[src/common/pmw_pkg.sv]
// constants, register map and state codes of the power-mode and wake control
package pmw_pkg;
    // register offsets (byte addresses)
    localparam logic [7:0] PMW_OFF_MODE_SEL  = 8'h00;
    localparam logic [7:0] PMW_OFF_START_LOW = 8'h04;
    localparam logic [7:0] PMW_OFF_START_HI  = 8'h08;
    localparam logic [7:0] PMW_OFF_HW_WAKE   = 8'h0c;
    localparam logic [7:0] PMW_OFF_KEEP_CFG  = 8'h10;
    localparam logic [7:0] PMW_OFF_STATUS    = 8'h14;
    // values after reset
    localparam logic [1:0]  PMW_RST_MODE_SEL  = 2'h0;
    localparam logic [15:0] PMW_RST_START_LOW = 16'h0000;
    localparam logic [7:0]  PMW_RST_START_HI  = 8'h00;
    localparam logic [1:0]  PMW_RST_HW_WAKE   = 2'h0;
    localparam logic [11:0] PMW_RST_KEEP_CFG  = 12'h010;
    localparam logic [12:0] PMW_RST_DOMAIN    = 13'h1fff;
    // requested mode codes
    localparam logic [1:0] PMW_SEL_SLEEP = 2'h0;
    localparam logic [1:0] PMW_SEL_DEEP  = 2'h1;
    localparam logic [1:0] PMW_SEL_DPD   = 2'h2;
    localparam logic [1:0] PMW_SEL_FDPD  = 2'h3;
    // low wake source bits
    localparam int PMW_W_PIN      = 0;
    localparam int PMW_W_WDOG     = 1;
    localparam int PMW_W_RTC_1HZ  = 2;
    localparam int PMW_W_RTC_ALRM = 3;
    localparam int PMW_W_RTC_WAKE = 4;
    localparam int PMW_W_UTICK    = 5;
    localparam int PMW_W_OSTIMER  = 6;
    localparam int PMW_W_USART    = 7;
    localparam int PMW_W_SPI      = 8;
    localparam int PMW_W_I2C      = 9;
    localparam int PMW_W_I2S      = 10;
    localparam int PMW_W_I3C      = 11;
    localparam int PMW_W_USB      = 12;
    localparam int PMW_W_DMA0     = 13;
    localparam int PMW_W_DMA1     = 14;
    localparam int PMW_W_MIC      = 15;
    // high wake source bits: flash, sdio, hash, crypto, math, adc, dsp, hw
    localparam int PMW_W_HW_WAKE  = 7;
    // domain enable bits; keep-config uses bits 0 to 11
    localparam int PMW_D_LP_OSC   = 0;
    localparam int PMW_D_RTC      = 4;
    localparam int PMW_D_CMP      = 11;
    localparam int PMW_D_ROM      = 12;
    // mode states, one-hot
    typedef enum logic [4:0] {
        PMW_ST_ACTIVE = 5'h01,
        PMW_ST_SLEEP  = 5'h02,
        PMW_ST_DEEP   = 5'h04,
        PMW_ST_DPD    = 5'h08,
        PMW_ST_FDPD   = 5'h10
    } pmw_state_t;
endpackage

[src/verilog/pmw_ctrl.sv]
// power-mode sequencing and wake-up gathering for the reduced power modes
// Functional notes
// - power-downs switch off oscillators, plls, sram, adc, comparator
// - rtc and its oscillator follow software in every mode
// - comparator may stay powered in deep-sleep but never wakes it
// - any enabled peripheral interrupt wakes the cpu from sleep
// - activity wake ends sleep, and selected activity ends deep-sleep
// - only the primary watchdog interrupt wakes from deep-sleep
// - only primary watchdog resets the chip; that reset ends deep-sleep
// - rtc 1 hz, rtc alarm and wake, tick and os timers wake deep-sleep
// - tick timer wakes deep-sleep while main clocks are stopped
// - usart wakes deep-sleep only in slave or 32 khz clock mode
// - spi, i2c, i2s, i3c wake deep-sleep only in slave mode
// - usb need-clock interrupt wakes deep-sleep
// - pins, dma, microphone, flash, sdio, accelerators, adc wake deep-sleep
// - dsp message interrupt may wake from deep-sleep
// - power-down ends on reset pin, rtc alarm or wake, or pmic interrupt pin
// - sleep stops the cpu clock until reset or interrupt
// - deep-sleep gates main, peripheral and cpu clocks
//
// The plain strobed port and the register addresses were left to the implementer.
`timescale 1ns/10ps
`default_nettype none
module pmw_ctrl
    import pmw_pkg::*;
(
    input  wire logic        clk,
    input  wire logic        rst_n,
    input  wire logic        ce,
    input  wire logic [7:0]  reg_addr,
    input  wire logic [31:0] reg_wdata,
    input  wire logic        reg_wr,
    input  wire logic        reg_rd,
    output logic      [31:0] reg_rdata,
    input  wire logic        cpu_sleep_entry,
    input  wire logic [31:0] cpu_irq_pending,
    input  wire logic [15:0] wake_src_low,
    input  wire logic [7:0]  wake_src_high,
    input  wire logic        usart_slave,
    input  wire logic        usart_lowclk,
    input  wire logic        spi_slave,
    input  wire logic        i2c_slave,
    input  wire logic        i2s_slave,
    input  wire logic        i3c_slave,
    input  wire logic        serial_activity,
    input  wire logic        microphone_activity,
    input  wire logic        cmp_irq,
    input  wire logic        primary_watchdog_rst,
    input  wire logic        reset_pin_n,
    input  wire logic        power_manager_irq_pin_n,
    output logic      [4:0]  mode_state,
    output logic             cpu_clk_en,
    output logic             main_clk_en,
    output logic             periph_clk_en,
    output logic      [12:0] domain_en,
    output logic             wake_req,
    output logic             chip_rst
);
    pmw_state_t  state_reg;
    pmw_state_t  state_next;
    logic [1:0]  mode_sel_reg;
    logic [15:0] start_enable_low_reg;
    logic [7:0]  start_enable_high_reg;
    logic [1:0]  hw_wake_ctrl_reg;
    logic [11:0] keep_cfg_reg;
    logic [31:0] rdata_reg;
    logic [31:0] rdata_next;
    logic [12:0] dom_reg;
    logic [12:0] dom_next;
    logic        cpu_clk_reg;
    logic        main_clk_reg;
    logic        periph_clk_reg;
    logic        wake_reg;
    logic        chip_rst_reg;

    // register decode
    wire sel_mode  = reg_addr == PMW_OFF_MODE_SEL;
    wire sel_low   = reg_addr == PMW_OFF_START_LOW;
    wire sel_high  = reg_addr == PMW_OFF_START_HI;
    wire sel_hw    = reg_addr == PMW_OFF_HW_WAKE;
    wire sel_keep  = reg_addr == PMW_OFF_KEEP_CFG;
    wire sel_stat  = reg_addr == PMW_OFF_STATUS;

    // qualify serial sources by their operating mode
    wire usart_ok = usart_slave | usart_lowclk;
    // bits 0-6 and 12-15 need no mode; usb, dma, mic pass straight
    wire [15:0] mode_mask = {4'hf, i3c_slave, i2s_slave, i2c_slave,
                             spi_slave, usart_ok, 7'h7f};
    wire [15:0] qual_low = wake_src_low & mode_mask;
    // hardware activity wake: bit0 for sleep, bit1 for deep-sleep
    wire hw_act = serial_activity | microphone_activity;
    wire hw_sleep = hw_act & hw_wake_ctrl_reg[0];
    wire [7:0] qual_high = {wake_src_high[7] | (hw_act & hw_wake_ctrl_reg[1]),
                            wake_src_high[6:0]};
    // deep-sleep wake: enabled sources only, comparator has no path
    wire deep_wake = |(qual_low & start_enable_low_reg) |
                     |(qual_high & start_enable_high_reg);
    wire sleep_wake = |cpu_irq_pending | hw_sleep;
    wire pd_wake = wake_src_low[PMW_W_RTC_ALRM] |
                   wake_src_low[PMW_W_RTC_WAKE] |
                   ~power_manager_irq_pin_n;
    wire pin_rst = ~reset_pin_n;

    // mode sequencing
    always_comb begin
        state_next = state_reg;
        case (state_reg)
            PMW_ST_ACTIVE: begin
                // a pending chip reset must not be followed by a mode entry
                if (cpu_sleep_entry && !pin_rst && !primary_watchdog_rst) begin
                    case (mode_sel_reg)
                        PMW_SEL_SLEEP: state_next = PMW_ST_SLEEP;
                        PMW_SEL_DEEP:  state_next = PMW_ST_DEEP;
                        PMW_SEL_DPD:   state_next = PMW_ST_DPD;
                        default:       state_next = PMW_ST_FDPD;
                    endcase
                end
            end
            PMW_ST_SLEEP: begin
                if (pin_rst || sleep_wake || primary_watchdog_rst) begin
                    state_next = PMW_ST_ACTIVE;
                end
            end
            PMW_ST_DEEP: begin
                if (pin_rst || deep_wake || primary_watchdog_rst) begin
                    state_next = PMW_ST_ACTIVE;
                end
            end
            PMW_ST_DPD, PMW_ST_FDPD: begin
                if (pin_rst || pd_wake) begin
                    state_next = PMW_ST_ACTIVE;
                end
            end
            default: state_next = PMW_ST_ACTIVE;
        endcase
    end

    // domain enables follow the next state so they align with mode_state
    always_comb begin
        dom_next = {1'b1, keep_cfg_reg};
        case (state_next)
            PMW_ST_ACTIVE: dom_next = {1'b1, 7'h7f, keep_cfg_reg[PMW_D_RTC],
                                       4'hf};
            PMW_ST_SLEEP:  dom_next = {1'b1, keep_cfg_reg};
            PMW_ST_DEEP:   dom_next = {1'b0, keep_cfg_reg};
            PMW_ST_DPD, PMW_ST_FDPD: begin
                dom_next = 13'h0000;
                dom_next[PMW_D_RTC] = keep_cfg_reg[PMW_D_RTC];
            end
            default:       dom_next = {1'b1, keep_cfg_reg};
        endcase
    end

    // read data, valid only in the cycle after the strobe
    always_comb begin
        rdata_next = 32'h0000_0000;
        if (reg_rd) begin
            if (sel_mode)  rdata_next = {30'h0, mode_sel_reg};
            if (sel_low)   rdata_next = {16'h0, start_enable_low_reg};
            if (sel_high)  rdata_next = {24'h0, start_enable_high_reg};
            if (sel_hw)    rdata_next = {30'h0, hw_wake_ctrl_reg};
            if (sel_keep)  rdata_next = {20'h0, keep_cfg_reg};
            if (sel_stat)  rdata_next = {26'h0, wake_reg, state_reg};
        end
    end

    // software registers
    always_ff @(posedge clk) begin
        if (!rst_n) begin
            mode_sel_reg          <= PMW_RST_MODE_SEL;
            start_enable_low_reg  <= PMW_RST_START_LOW;
            start_enable_high_reg <= PMW_RST_START_HI;
            hw_wake_ctrl_reg      <= PMW_RST_HW_WAKE;
            keep_cfg_reg          <= PMW_RST_KEEP_CFG;
            rdata_reg             <= 32'h0000_0000;
        end else if (ce) begin
            if (reg_wr && sel_mode) mode_sel_reg <= reg_wdata[1:0];
            if (reg_wr && sel_low)  start_enable_low_reg <= reg_wdata[15:0];
            if (reg_wr && sel_high) start_enable_high_reg <= reg_wdata[7:0];
            if (reg_wr && sel_hw)   hw_wake_ctrl_reg <= reg_wdata[1:0];
            if (reg_wr && sel_keep) keep_cfg_reg <= reg_wdata[11:0];
            rdata_reg <= rdata_next;
        end
    end

    // state and registered outputs
    always_ff @(posedge clk) begin
        if (!rst_n) begin
            state_reg      <= PMW_ST_ACTIVE;
            dom_reg        <= PMW_RST_DOMAIN;
            cpu_clk_reg    <= 1'b1;
            main_clk_reg   <= 1'b1;
            periph_clk_reg <= 1'b1;
            wake_reg       <= 1'b0;
            chip_rst_reg   <= 1'b0;
        end else if (ce) begin
            state_reg      <= state_next;
            dom_reg        <= dom_next;
            cpu_clk_reg    <= state_next == PMW_ST_ACTIVE;
            main_clk_reg   <= state_next inside {PMW_ST_ACTIVE,
                                                 PMW_ST_SLEEP};
            periph_clk_reg <= state_next inside {PMW_ST_ACTIVE,
                                                 PMW_ST_SLEEP};
            wake_reg       <= state_reg != PMW_ST_ACTIVE &&
                              state_next == PMW_ST_ACTIVE;
            chip_rst_reg   <= primary_watchdog_rst;
        end
    end

    assign reg_rdata     = rdata_reg;
    assign mode_state    = state_reg;
    assign cpu_clk_en    = cpu_clk_reg;
    assign main_clk_en   = main_clk_reg;
    assign periph_clk_en = periph_clk_reg;
    assign domain_en     = dom_reg;
    assign wake_req      = wake_reg;
    assign chip_rst      = chip_rst_reg;

    // checks
    wire in_pd = state_reg inside {PMW_ST_DPD, PMW_ST_FDPD};
    property p_pd_off;
        @(posedge clk) disable iff (!rst_n)
        in_pd |-> (domain_en & 13'h1fef) == 13'h0000;
    endproperty
    a_pd_off: assert property (p_pd_off) else $error("domain on in pd");
    property p_rtc_sw;
        @(posedge clk) disable iff (!rst_n)
        ce && state_next != PMW_ST_ACTIVE |=>
            domain_en[PMW_D_RTC] == $past(keep_cfg_reg[PMW_D_RTC]);
    endproperty
    a_rtc_sw: assert property (p_rtc_sw) else $error("rtc not sw");
    property p_cmp_quiet;
        @(posedge clk) disable iff (!rst_n)
        ce && state_reg == PMW_ST_DEEP && cmp_irq && wake_src_low == 0 &&
        wake_src_high == 0 && !hw_act && reset_pin_n &&
        !primary_watchdog_rst |=> state_reg == PMW_ST_DEEP;
    endproperty
    a_cmp_quiet: assert property (p_cmp_quiet) else $error("cmp woke");
    property p_sleep_wake;
        @(posedge clk) disable iff (!rst_n)
        ce && state_reg == PMW_ST_SLEEP && |cpu_irq_pending
            |=> state_reg == PMW_ST_ACTIVE && wake_req && cpu_clk_en;
    endproperty
    a_sleep_wake: assert property (p_sleep_wake) else $error("no wake");
    property p_wdog_rst;
        @(posedge clk) disable iff (!rst_n)
        ce && primary_watchdog_rst |=> chip_rst &&
            state_reg != PMW_ST_DEEP && state_reg != PMW_ST_SLEEP;
    endproperty
    a_wdog_rst: assert property (p_wdog_rst) else $error("wdog rst");
    property p_usart_gate;
        @(posedge clk) disable iff (!rst_n)
        ce && state_reg == PMW_ST_DEEP && !usart_slave && !usart_lowclk &&
        wake_src_low == 16'h0080 && wake_src_high == 0 && !hw_act &&
        reset_pin_n && !primary_watchdog_rst |=> state_reg == PMW_ST_DEEP;
    endproperty
    a_usart_gate: assert property (p_usart_gate) else $error("usart");
    property p_pd_exit;
        @(posedge clk) disable iff (!rst_n)
        ce && in_pd && !power_manager_irq_pin_n
            |=> state_reg == PMW_ST_ACTIVE ##1 !wake_req;
    endproperty
    a_pd_exit: assert property (p_pd_exit) else $error("pd no exit");
    property p_pin_rst;
        @(posedge clk) disable iff (!rst_n)
        ce && !reset_pin_n && state_reg != PMW_ST_ACTIVE
            |=> state_reg == PMW_ST_ACTIVE;
    endproperty
    a_pin_rst: assert property (p_pin_rst) else $error("pin rst");
    property p_deep_clk;
        @(posedge clk) disable iff (!rst_n)
        state_reg == PMW_ST_DEEP |-> !main_clk_en && !periph_clk_en &&
            !cpu_clk_en && !domain_en[PMW_D_ROM];
    endproperty
    a_deep_clk: assert property (p_deep_clk) else $error("deep clk");
    c_sleep: cover property (@(posedge clk) disable iff (!rst_n)
        state_reg == PMW_ST_SLEEP ##1 state_reg == PMW_ST_ACTIVE);
    c_deep: cover property (@(posedge clk) disable iff (!rst_n)
        state_reg == PMW_ST_DEEP ##1 wake_req);
    c_fdpd: cover property (@(posedge clk) disable iff (!rst_n)
        state_reg == PMW_ST_FDPD ##1 state_reg == PMW_ST_ACTIVE);
endmodule
`default_nettype wire

[config.mk]
export PLATFORM = sky130hd
export DESIGN_NAME = pmw_ctrl
export DESIGN_NICKNAME = d
export VERILOG_FILES = /design/src/common/pmw_pkg.sv /design/src/verilog/pmw_ctrl.sv
export SDC_FILE = /design/constraint.sdc
export NUM_CORES = 1
export LEC_CHECK = 0
export ABC_AREA = 0
export BUFFER_PORTS_ARGS = -buffer_cell sky130_fd_sc_hd__buf_4
export CORE_ASPECT_RATIO = 1.25
export CORE_MARGIN = 10
export CORE_UTILIZATION = 34
export CTS_CLUSTER_SIZE = 16
export DETAILED_ROUTE_END_ITERATION = 16
export GPL_ROUTABILITY_DRIVEN = 0
export PLACE_DENSITY_LB_ADDON = 0.12
export SYNTH_ARGS = -nofsm -noshare
export SYNTH_HDL_FRONTEND = slang
export SYNTH_SLANG_ARGS = --single-unit
[constraint.sdc]
create_clock -name clk -period 4.5 [get_ports clk]
set_input_delay 0.9 -clock clk [delete_from_list [all_inputs] [get_ports clk]]
set_output_delay 0.9 -clock clk [all_outputs]
set_load 0.02 [all_outputs]
* After elaboration in Yosys (flattened, before gate mapping) *
Index checks and enable logic that the tools add are counted.
Widths: inputs -> output; s select.

storage, ports and cells
  register bits after elaboration = 94
  logic and storage cells = 85
  input bits = 114

cells by class
  reduce and logical (&&, ||, !) cells = 27
  equality and inequality tests = 18
  bitwise gates (word level) = 14
  muxes and demuxes = 14

operators by type and width
  kind                number
  $mux 32             6
  $pmux 13 s3         1
  $and 16x16->16      2
  $reduce_or 32->1    1
  $mux 5              4
  $pmux 5 s4          1
  $eq 8x4->1 const B  2
  $eq 8x5->1 const B  2
  $reduce_or 16->1    1
  $pmux 5 s3          1
  $eq 5x1->1 const B  2
  $eq 5x2->1 const B  2
  $eq 5x3->1 const B  2
  $eq 5x4->1 const B  2
  $eq 5x5->1 const B  2
  $reduce_and 2->1    5
  $and 8x8->8         1
  $eq 8x3->1 const B  1
  $logic_and 1x1->1   8
  $logic_not 8->1     1
  $reduce_or 8->1     1
  $or 1x1->1          7
  $logic_or 1x1->1    5
  $ne 5x1->1 const B  1
  9 further kinds     12

* Logic depth before layout (Yosys ltp) *
Gate-level depths: netlist of the first run.

  depth in word-level cells = 13
  gate-level depth with buffers = 9

* Least setup slack after synthesis of the first run *
No wires, ideal clock.

  path kind = input to register
  start point = in reg_addr[0]
  end point = reg keep_cfg_reg[10]
  stages = 8
  data arrival time = 2632 ps
  slack = 1741 ps
  library setup time = 128 ps
  cells stage by stage = or4_4 -> or3_1 -> clkbuf_1 -> nor2_2 -> nand3_1 -> buf_4 -> mux2i_1 -> nor2_1

between the ends
  word-level cells in the longest chain between the ends = 3

RTL lines
  element                            RTL line         text
  start: declaration                 pmw_ctrl.sv:30   input wire logic [7:0] reg_addr,
  $eq 8x5->1                         pmw_ctrl.sv:81   wire sel_keep = reg_addr == PMW_OFF_KEEP_CFG;
  $logic_and 1x1->1                  pmw_ctrl.sv:181  if (reg_wr && sel_keep) keep_cfg_reg <= reg_wdata[11:0];
  $reduce_and 2->1 (no source line)  --
  end signal: assignment             pmw_ctrl.sv:181
  end: declaration                   pmw_ctrl.sv:65   logic [11:0] keep_cfg_reg;

Every way passes these cells.
A chain may end at the register's enable or synchronous reset.

* Worst setup path in the final report of the first run *
  start point = in wake_src_low[4]
  end point = reg dom_reg[2] (netlist: domain_en[2])

between the ends
  word-level cells in the longest chain between the ends = 11
  elaborated cells on any way between the ends = 18

RTL lines
  element                                          RTL line         text
  start: declaration                               pmw_ctrl.sv:37   input wire logic [15:0] wake_src_low,
  $and 16x16->16                                   pmw_ctrl.sv:89   wire [15:0] qual_low = wake_src_low & mode_mask;
  $and 16x16->16                                   pmw_ctrl.sv:96   wire deep_wake = |(qual_low & start_enable_low_reg) |
  $reduce_or 16->1                                 pmw_ctrl.sv:96
  $or 1x1->1                                       pmw_ctrl.sv:97   |(qual_high & start_enable_high_reg);
  $logic_or 1x1->1 (2 in series)                   pmw_ctrl.sv:125  if (pin_rst || deep_wake || primary_watchdog_rst) begin
  $mux 5                                           pmw_ctrl.sv:125
  $pmux 5 s4 (*)                                   pmw_ctrl.sv:107  case (state_reg)
  $eq 5x4->1 / $eq 5x5->1 (equally long branches)  pmw_ctrl.sv:141  case (state_next)
  $reduce_or 2->1                                  pmw_ctrl.sv:141
  $pmux 13 s3 (*)                                  pmw_ctrl.sv:141
  end signal: assignment                           pmw_ctrl.sv:198  dom_reg <= dom_next;
  end: declaration                                 pmw_ctrl.sv:68   logic [12:0] dom_reg;

Every way passes the cells marked *; elsewhere a longest branch is shown, timed or not.

==> results of run 1 <==
==> metrics by stage <==
stage | cell area, um2 | std cells
3_3_place_gp | 4830 | 688
5_1_grt | 5160 | 704
3_5_place_dp | 4830 | 688
4_1_cts | 5160 | 704
6_report | 5160 | 704
2_1_floorplan | 3830 | 453
==> cells by family after synthesis <==
family | count (synthesis)
AOI/OAI and AO/OA | 82
other | 1
xor gates and xnor gates | 1
muxes | 44
DFF | 78
and+or+nand+nor | 166
buffers and inverters | 66
==> layout make-up <==
type / instances / area, um2
timing repair buffer: 140 / 1050
multi-input combinational: 309 / 1940
tap: 132 / 165
inverter: 29 / 109
clock buffer: 12 / 256
fill: 1079 / 5560
sequential: 78 / 1560
clock inverter: 4 / 77.6
==> where the power goes <==
group          total, mW  internal [mW]  switching, mW
Sequential         0.714          0.704        0.00969
Clock              0.801          0.519          0.282
Combinational      0.201         0.0930          0.108
==> synthesized netlist by cell type (3+ instances only) <==
library cell   n
nor4_1        10
a221oi_1       4
nand4_1       10
inv_1         27
nor2_1        65
o221ai_1      14
a221o_1        3
clkbuf_1      16
nand2_1       31
buf_4         19
mux2i_1       44
nor3_1         8
or3_1          6
dfxtp_1       78
nand3_1       11
a22oi_1       11
a311oi_1       3
a21oi_1       19
a41oi_1        3
or4_1          5
o21ai_0       11
==> worst min-delay path, cell delays in order, from the launching register on <==
cell,delay (ns)
dfxtp_1,0.31
inv_1,0.04
o21ai_0,0.06
==> worst min-delay path by stage <==
| stage | from | end | cells after the start |
|---|---|---|---|
| CTS | cpu_clk_en$_SDFFE_PN1P_ | cpu_clk_en$_SDFFE_PN1P_ | 2 |
| floorplan | start_enable_low_reg[10]$_SDFFE_PN0P_ | reg_rdata[10]$_SDFFE_PN0P_ | 2 |
| global placement | cpu_clk_en$_SDFFE_PN1P_ | cpu_clk_en$_SDFFE_PN1P_ | 2 |
| global route | reg_rdata[4]$_SDFFE_PN0P_ | reg_rdata[4]$_SDFFE_PN0P_ | 2 |
| detailed placement | cpu_clk_en$_SDFFE_PN1P_ | cpu_clk_en$_SDFFE_PN1P_ | 2 |
| finish | cpu_clk_en$_SDFFE_PN1P_ | cpu_clk_en$_SDFFE_PN1P_ | 2 |
==> per-layer routing <==
metal / part of all wire, % / GRT usage (%) / vias up
met3: 7.1 / 4.87 / 18
li1: - / - / 1815
met2: 51 / 28.4 / 115
met5: 0 / 0 / -
met4: 2.3 / 6.97 / 0
met1: 39 / 18.4 / 1701
==> results.json, run 1 <==
{
  "max_stage_delay_ns": 0.66,
  "dp_slack_ns": 1.06,
  "io_buffer_count": 135,
  "grt_max_degree": 60,
  "power_mw": 1.72,
  "wl_per_cell_um": 18.7,
  "synth_fa_ha_area_share_pct": 0,
  "antenna_found_initial": 0,
  "critPathSlowestCell": "nor4_4",
  "setup.worst_path.end_class": "flip-flop",
  "path_class": "in -> reg",
  "grt_pass1_wl_mm": 20.3,
  "synth.avg_cell_area_um2": 8.62,
  "synth_edf_count": 0,
  "synthesis.area_mm2": 0.00378,
  "cp_max_fo": 15,
  "period_needed_ns": 3.08,
  "drc": 0,
  "yosysWarnings": 0,
  "ys.flop_type": "dfxtp_1",
  "h-tree-depth": 3,
  "die_width_um": 114,
  "max_slew_margin_pct": 46.2,
  "dr.pass1.iters": 4,
  "leakage_nw": 2.31,
  "maxSlewViolCount": 0,
  "synth_compound_area_share_pct": 15.7,
  "grt.total_usage_pct": 16.5,
  "drive_gt1_share_pct": 28.3,
  "clk_pin_slew_ns": 0.06,
  "yosys.area.top_type": "dfxtp_1",
  "r2r-start": "start_enable_low_reg[4]$_SDFFE_PN0P_",
  "ff2ff_path_depth": 6,
  "die_h_um": 138,
  "first_global_vias": 3769,
  "crit_chain": "buf_4 -> a22oi_1 -> nand2_1 -> a311oi_1 -> a311oi_1 -> nor4_4 -> o221ai_1",
  "hold_slack_ns": 0.455,
  "startpoint": "wake_src_low[4]",
  "tns_ns": 0,
  "final_common_cell": "buf_4",
  "fin_nets": 681,
  "synth_top_family_by_area": "simple AND/OR/NAND/NOR gates",
  "num_antenna_cells": 0,
  "cts_setup_buffers": 0,
  "cp_data_required_time_ns": 4.66,
  "fmax_ghz": 0.325,
  "vias": 3649,
  "setup_slack_ns": 1.42,
  "synth.distinct_cells": 50,
  "synth_xor_area_share_pct": 0.232,
  "cts_tree": "done",
  "clock_latency_ns": 0.34,
  "cp-start-kind": "primary input",
  "r2r_slack_ns": 1.78,
  "critPathCapture": "domain_en[2]$_SDFFE_PN1P_",
  "final_core_util_pct": 48.2,
  "crit_buf_inv": 1,
  "dieArea_mm2": 0.0157,
  "root_buffer": "clkbuf_16",
  "rsz0062_at_grt": "no",
  "core_area_mm2": 0.0107,
  "synthArstFlopShare_pct": 0,
  "ys_seq_area_share_pct": 41.4,
  "worst_hold_path_type": "reg -> reg",
  "cp_common_cell": "a311oi_1",
  "cts-buffers-inserted": 9,
  "tightest_slew_ns": 0.801,
  "cap_violations": 0,
  "final_cell_mix": "140 x buf_4, 78 x dfxtp_1, 65 x nor2_1",
  "cts_sinks": 78,
  "status": "finished clean",
  "io_pins": 169,
  "cp_top_family": "compound AO/OA/AOI/OAI gates",
  "r2r_end": "domain_en[2]$_SDFFE_PN1P_",
  "muxShareOfSynthArea_pct": 11.7,
  "drt-initial-drc-count": 229,
  "area_growth_pct": 36.7,
  "synth-seq-cells": 78,
  "clockBufferDepth": 2,
  "ant_nets": 0,
  "fin_crit_sh_pct": 68.4,
  "fin_skew_ns": 0.00666,
  "wl_mm": 13.2,
  "arrival_ns": 3.24,
  "start_util_pct": 35.2,
  "yosysTopAreaCellShare_pct": 41.4,
  "synth_cells": 438,
  "holdBufCountCts": 0,
  "synthSimpleGateAreaFrac_pct": 22.3,
  "synth.area.top_cells": "dfxtp_1 41%, mux2i_1 12%, nor2_1 6.5%, buf_4 3.8%, o221ai_1 3.2%",
  "rows": 42,
  "hold_viol": 0,
  "grt-ovfl-total": 0,
  "cts-resized-gates": 0,
  "setup_violations": 0,
  "ir_worst_vdd_mv": 0.217,
  "viasPerCell": 5.18,
  "p_per_area_mw_per_mm2": 332,
  "worst-path-stages": 7,
  "post-dp-hpwl_mm": 10.4
}
No activity file was read; power rests on OpenSTA's default activity.
==> run 2, diff against run 1 <==
==> constraint.sdc (replaced) <==
create_clock -name clk -period 2.9 [get_ports clk]
set_input_delay 0.58 -clock clk [delete_from_list [all_inputs] [get_ports clk]]
set_output_delay 0.58 -clock clk [all_outputs]
set_load 0.02 [all_outputs]
==> run 2 against run 1 <==
Worst setup slack got worse by 1.0 ns. Register-to-register slack got worse by 0.94 ns. Clock skew fell by 0.00094 ns. Count of clock-buffer cells in the layout fell by 1. Sequential power rose by 55%. Non-clock buffer count rose by 6. Largest power group unchanged.
==> results.json, run 2 (synthesized netlist as in run 1, its figures left out) <==
{
  "start_util_pct": 35.2,
  "cp_data_required_time_ns": 3.16,
  "vias": 3690,
  "viasPerCell": 5.20,
  "tightest_slew_ns": 0.695,
  "post-dp-hpwl_mm": 10.3,
  "final_common_cell": "buf_4",
  "cts-buffers-inserted": 9,
  "ff2ff_path_depth": 7,
  "p_per_area_mw_per_mm2": 504,
  "cap_violations": 0,
  "grt.total_usage_pct": 16.2,
  "cts-resized-gates": 0,
  "r2r-start": "start_enable_low_reg[3]$_SDFFE_PN0P_",
  "root_buffer": "clkbuf_16",
  "final_cell_mix": "145 x buf_4, 78 x dfxtp_1, 65 x nor2_1",
  "worst_hold_path_type": "reg -> reg",
  "die_h_um": 138,
  "grt_max_degree": 60,
  "clockBufferDepth": 2,
  "r2r_end": "domain_en[1]$_SDFFE_PN1P_",
  "top_usage_layer": "met2",
  "clkPwrFrac_pct": 45.8,
  "holdBufCountCts": 0,
  "grt_pass1_wl_mm": 20.2,
  "drt-initial-drc-count": 241,
  "status": "finished clean",
  "dr.pass1.iters": 4,
  "tns_ns": 0,
  "wl_per_cell_um": 18.3,
  "multi_input_area_mm2": 0.00194,
  "setup_violations": 0,
  "p_int_mw": 2.00,
  "met3_usage_pct": 4.48,
  "cp_max_fo": 7,
  "antenna_found_initial": 0,
  "io_buffer_count": 135,
  "hold_viol": 0,
  "drc": 0,
  "grt-ovfl-total": 0,
  "clock_latency_ns": 0.34,
  "register_area_mm2": 0.00156,
  "rows": 42,
  "p_switching_mw": 0.628,
  "rsz0062_at_grt": "no",
  "cts_tree": "done",
  "cp-start-kind": "primary input",
  "io_pins": 169,
  "area_growth_pct": 37.8,
  "fmax_ghz": 0.403,
  "max_slew_margin_pct": 53.5,
  "gr-usage-met2_pct": 28.2,
  "setup.worst_path.end_class": "flip-flop",
  "cts_setup_buffers": 0,
  "core_area_mm2": 0.0107,
  "leakage_nw": 2.32,
  "clk_pin_slew_ns": 0.06,
  "h-tree-depth": 3,
  "min_to": "cpu_clk_en$_SDFFE_PN1P_",
  "first_global_vias": 3795,
  "worstHoldStart": "cpu_clk_en$_SDFFE_PN1P_",
  "num_antenna_cells": 0,
  "hold_depth": 2,
  "arrival_ns": 2.74,
  "wl_mm": 13.0,
  "cts_sinks": 78,
  "dieArea_mm2": 0.0157,
  "fillers": 1060,
  "fin_nets": 687,
  "period_needed_ns": 2.48,
  "fin_skew_ns": 0.00572,
  "switching_share_pct": 23.9,
  "dp_slack_ns": 0.0911,
  "p_seq_share_pct": 42.2,
  "maxSlewViolCount": 0,
  "r2r_slack_ns": 0.84,
  "drive_gt1_share_pct": 28.9,
  "grtUsageMet1_pct": 18.3,
  "ir_worst_vdd_mv": 0.340,
  "path_class": "in -> reg",
  "comb_power_share_pct": 12.0,
  "die_width_um": 114,
  "setup_slack_ns": 0.420,
  "ant_nets": 0,
  "fin_crit_sh_pct": 85.5
}
run 2: cell count changes in the layout (fill, tap and decap cells not counted):
cell / change
buf_4: +5
clkinvlp_4: +2
buf_12: +1
clkbuf_8: -2
clkbuf_1: +1
inv_6: -1
run 2: worst max-delay path, stage by stage:
cell and delay, ns:
buf_4 0.11, or4_4 0.54, or3_1 0.47, nor3_4 0.33
a221oi_1 0.19, or3_1 0.38, a21oi_1 0.14
run 2: stage by stage:
step	power, mW	hold WS (ns)	std cells	area [um2]	util (%)
CTS	2.64	0.460	710	5200	48.5
detailed placement	1.45	0.448	694	4890	45.6
finish	2.62	0.456	710	5200	48.5
floorplan	1.28	0.449	453	3830	-
global placement	1.44	0.449	694	4890	45.6
global route	2.71	0.470	710	5200	48.5
run 2: power groups by stage:
stage	registers, mW	clock network, mW	logic (mW)
floorplan	1.15	0	0.129
global placement	1.13	0	0.313
detailed placement	1.13	0	0.315
CTS	1.11	1.22	0.316
global route	1.11	1.26	0.341
finish	1.11	1.20	0.315
run 2: cell type report:
cell class,count,share of cell area [%]
Clock inverter,5,1.61
Clock buffer,11,4.47
Multi-Input combinational cell,309,37.3
Sequential cell,78,30.0
Tap cell,132,3.17
Timing Repair Buffer,146,21.3
Inverter,29,2.09
run 2: how the worst max path moves through the flow:
stage	startpoint	endpoint
after floorplan	reg_addr[0]	keep_cfg_reg[10]$_SDFFE_PN0P_
after global placement	reg_addr[0]	reg_rdata[3]$_SDFFE_PN0P_
after detailed placement	reg_addr[0]	reg_rdata[4]$_SDFFE_PN0P_
after CTS	reg_addr[0]	start_enable_high_reg[4]$_SDFFE_PN0P_
after global routing	reg_addr[0]	start_enable_high_reg[4]$_SDFFE_PN0P_
final	reg_addr[0]	reg_rdata[3]$_SDFFE_PN0P_
run 2: metal layers:
layer	wire, um	vias up
li1	-	1823
met1	5220	1731
met2	6690	121
met3	896	15
met4	204	0
met5	0	-
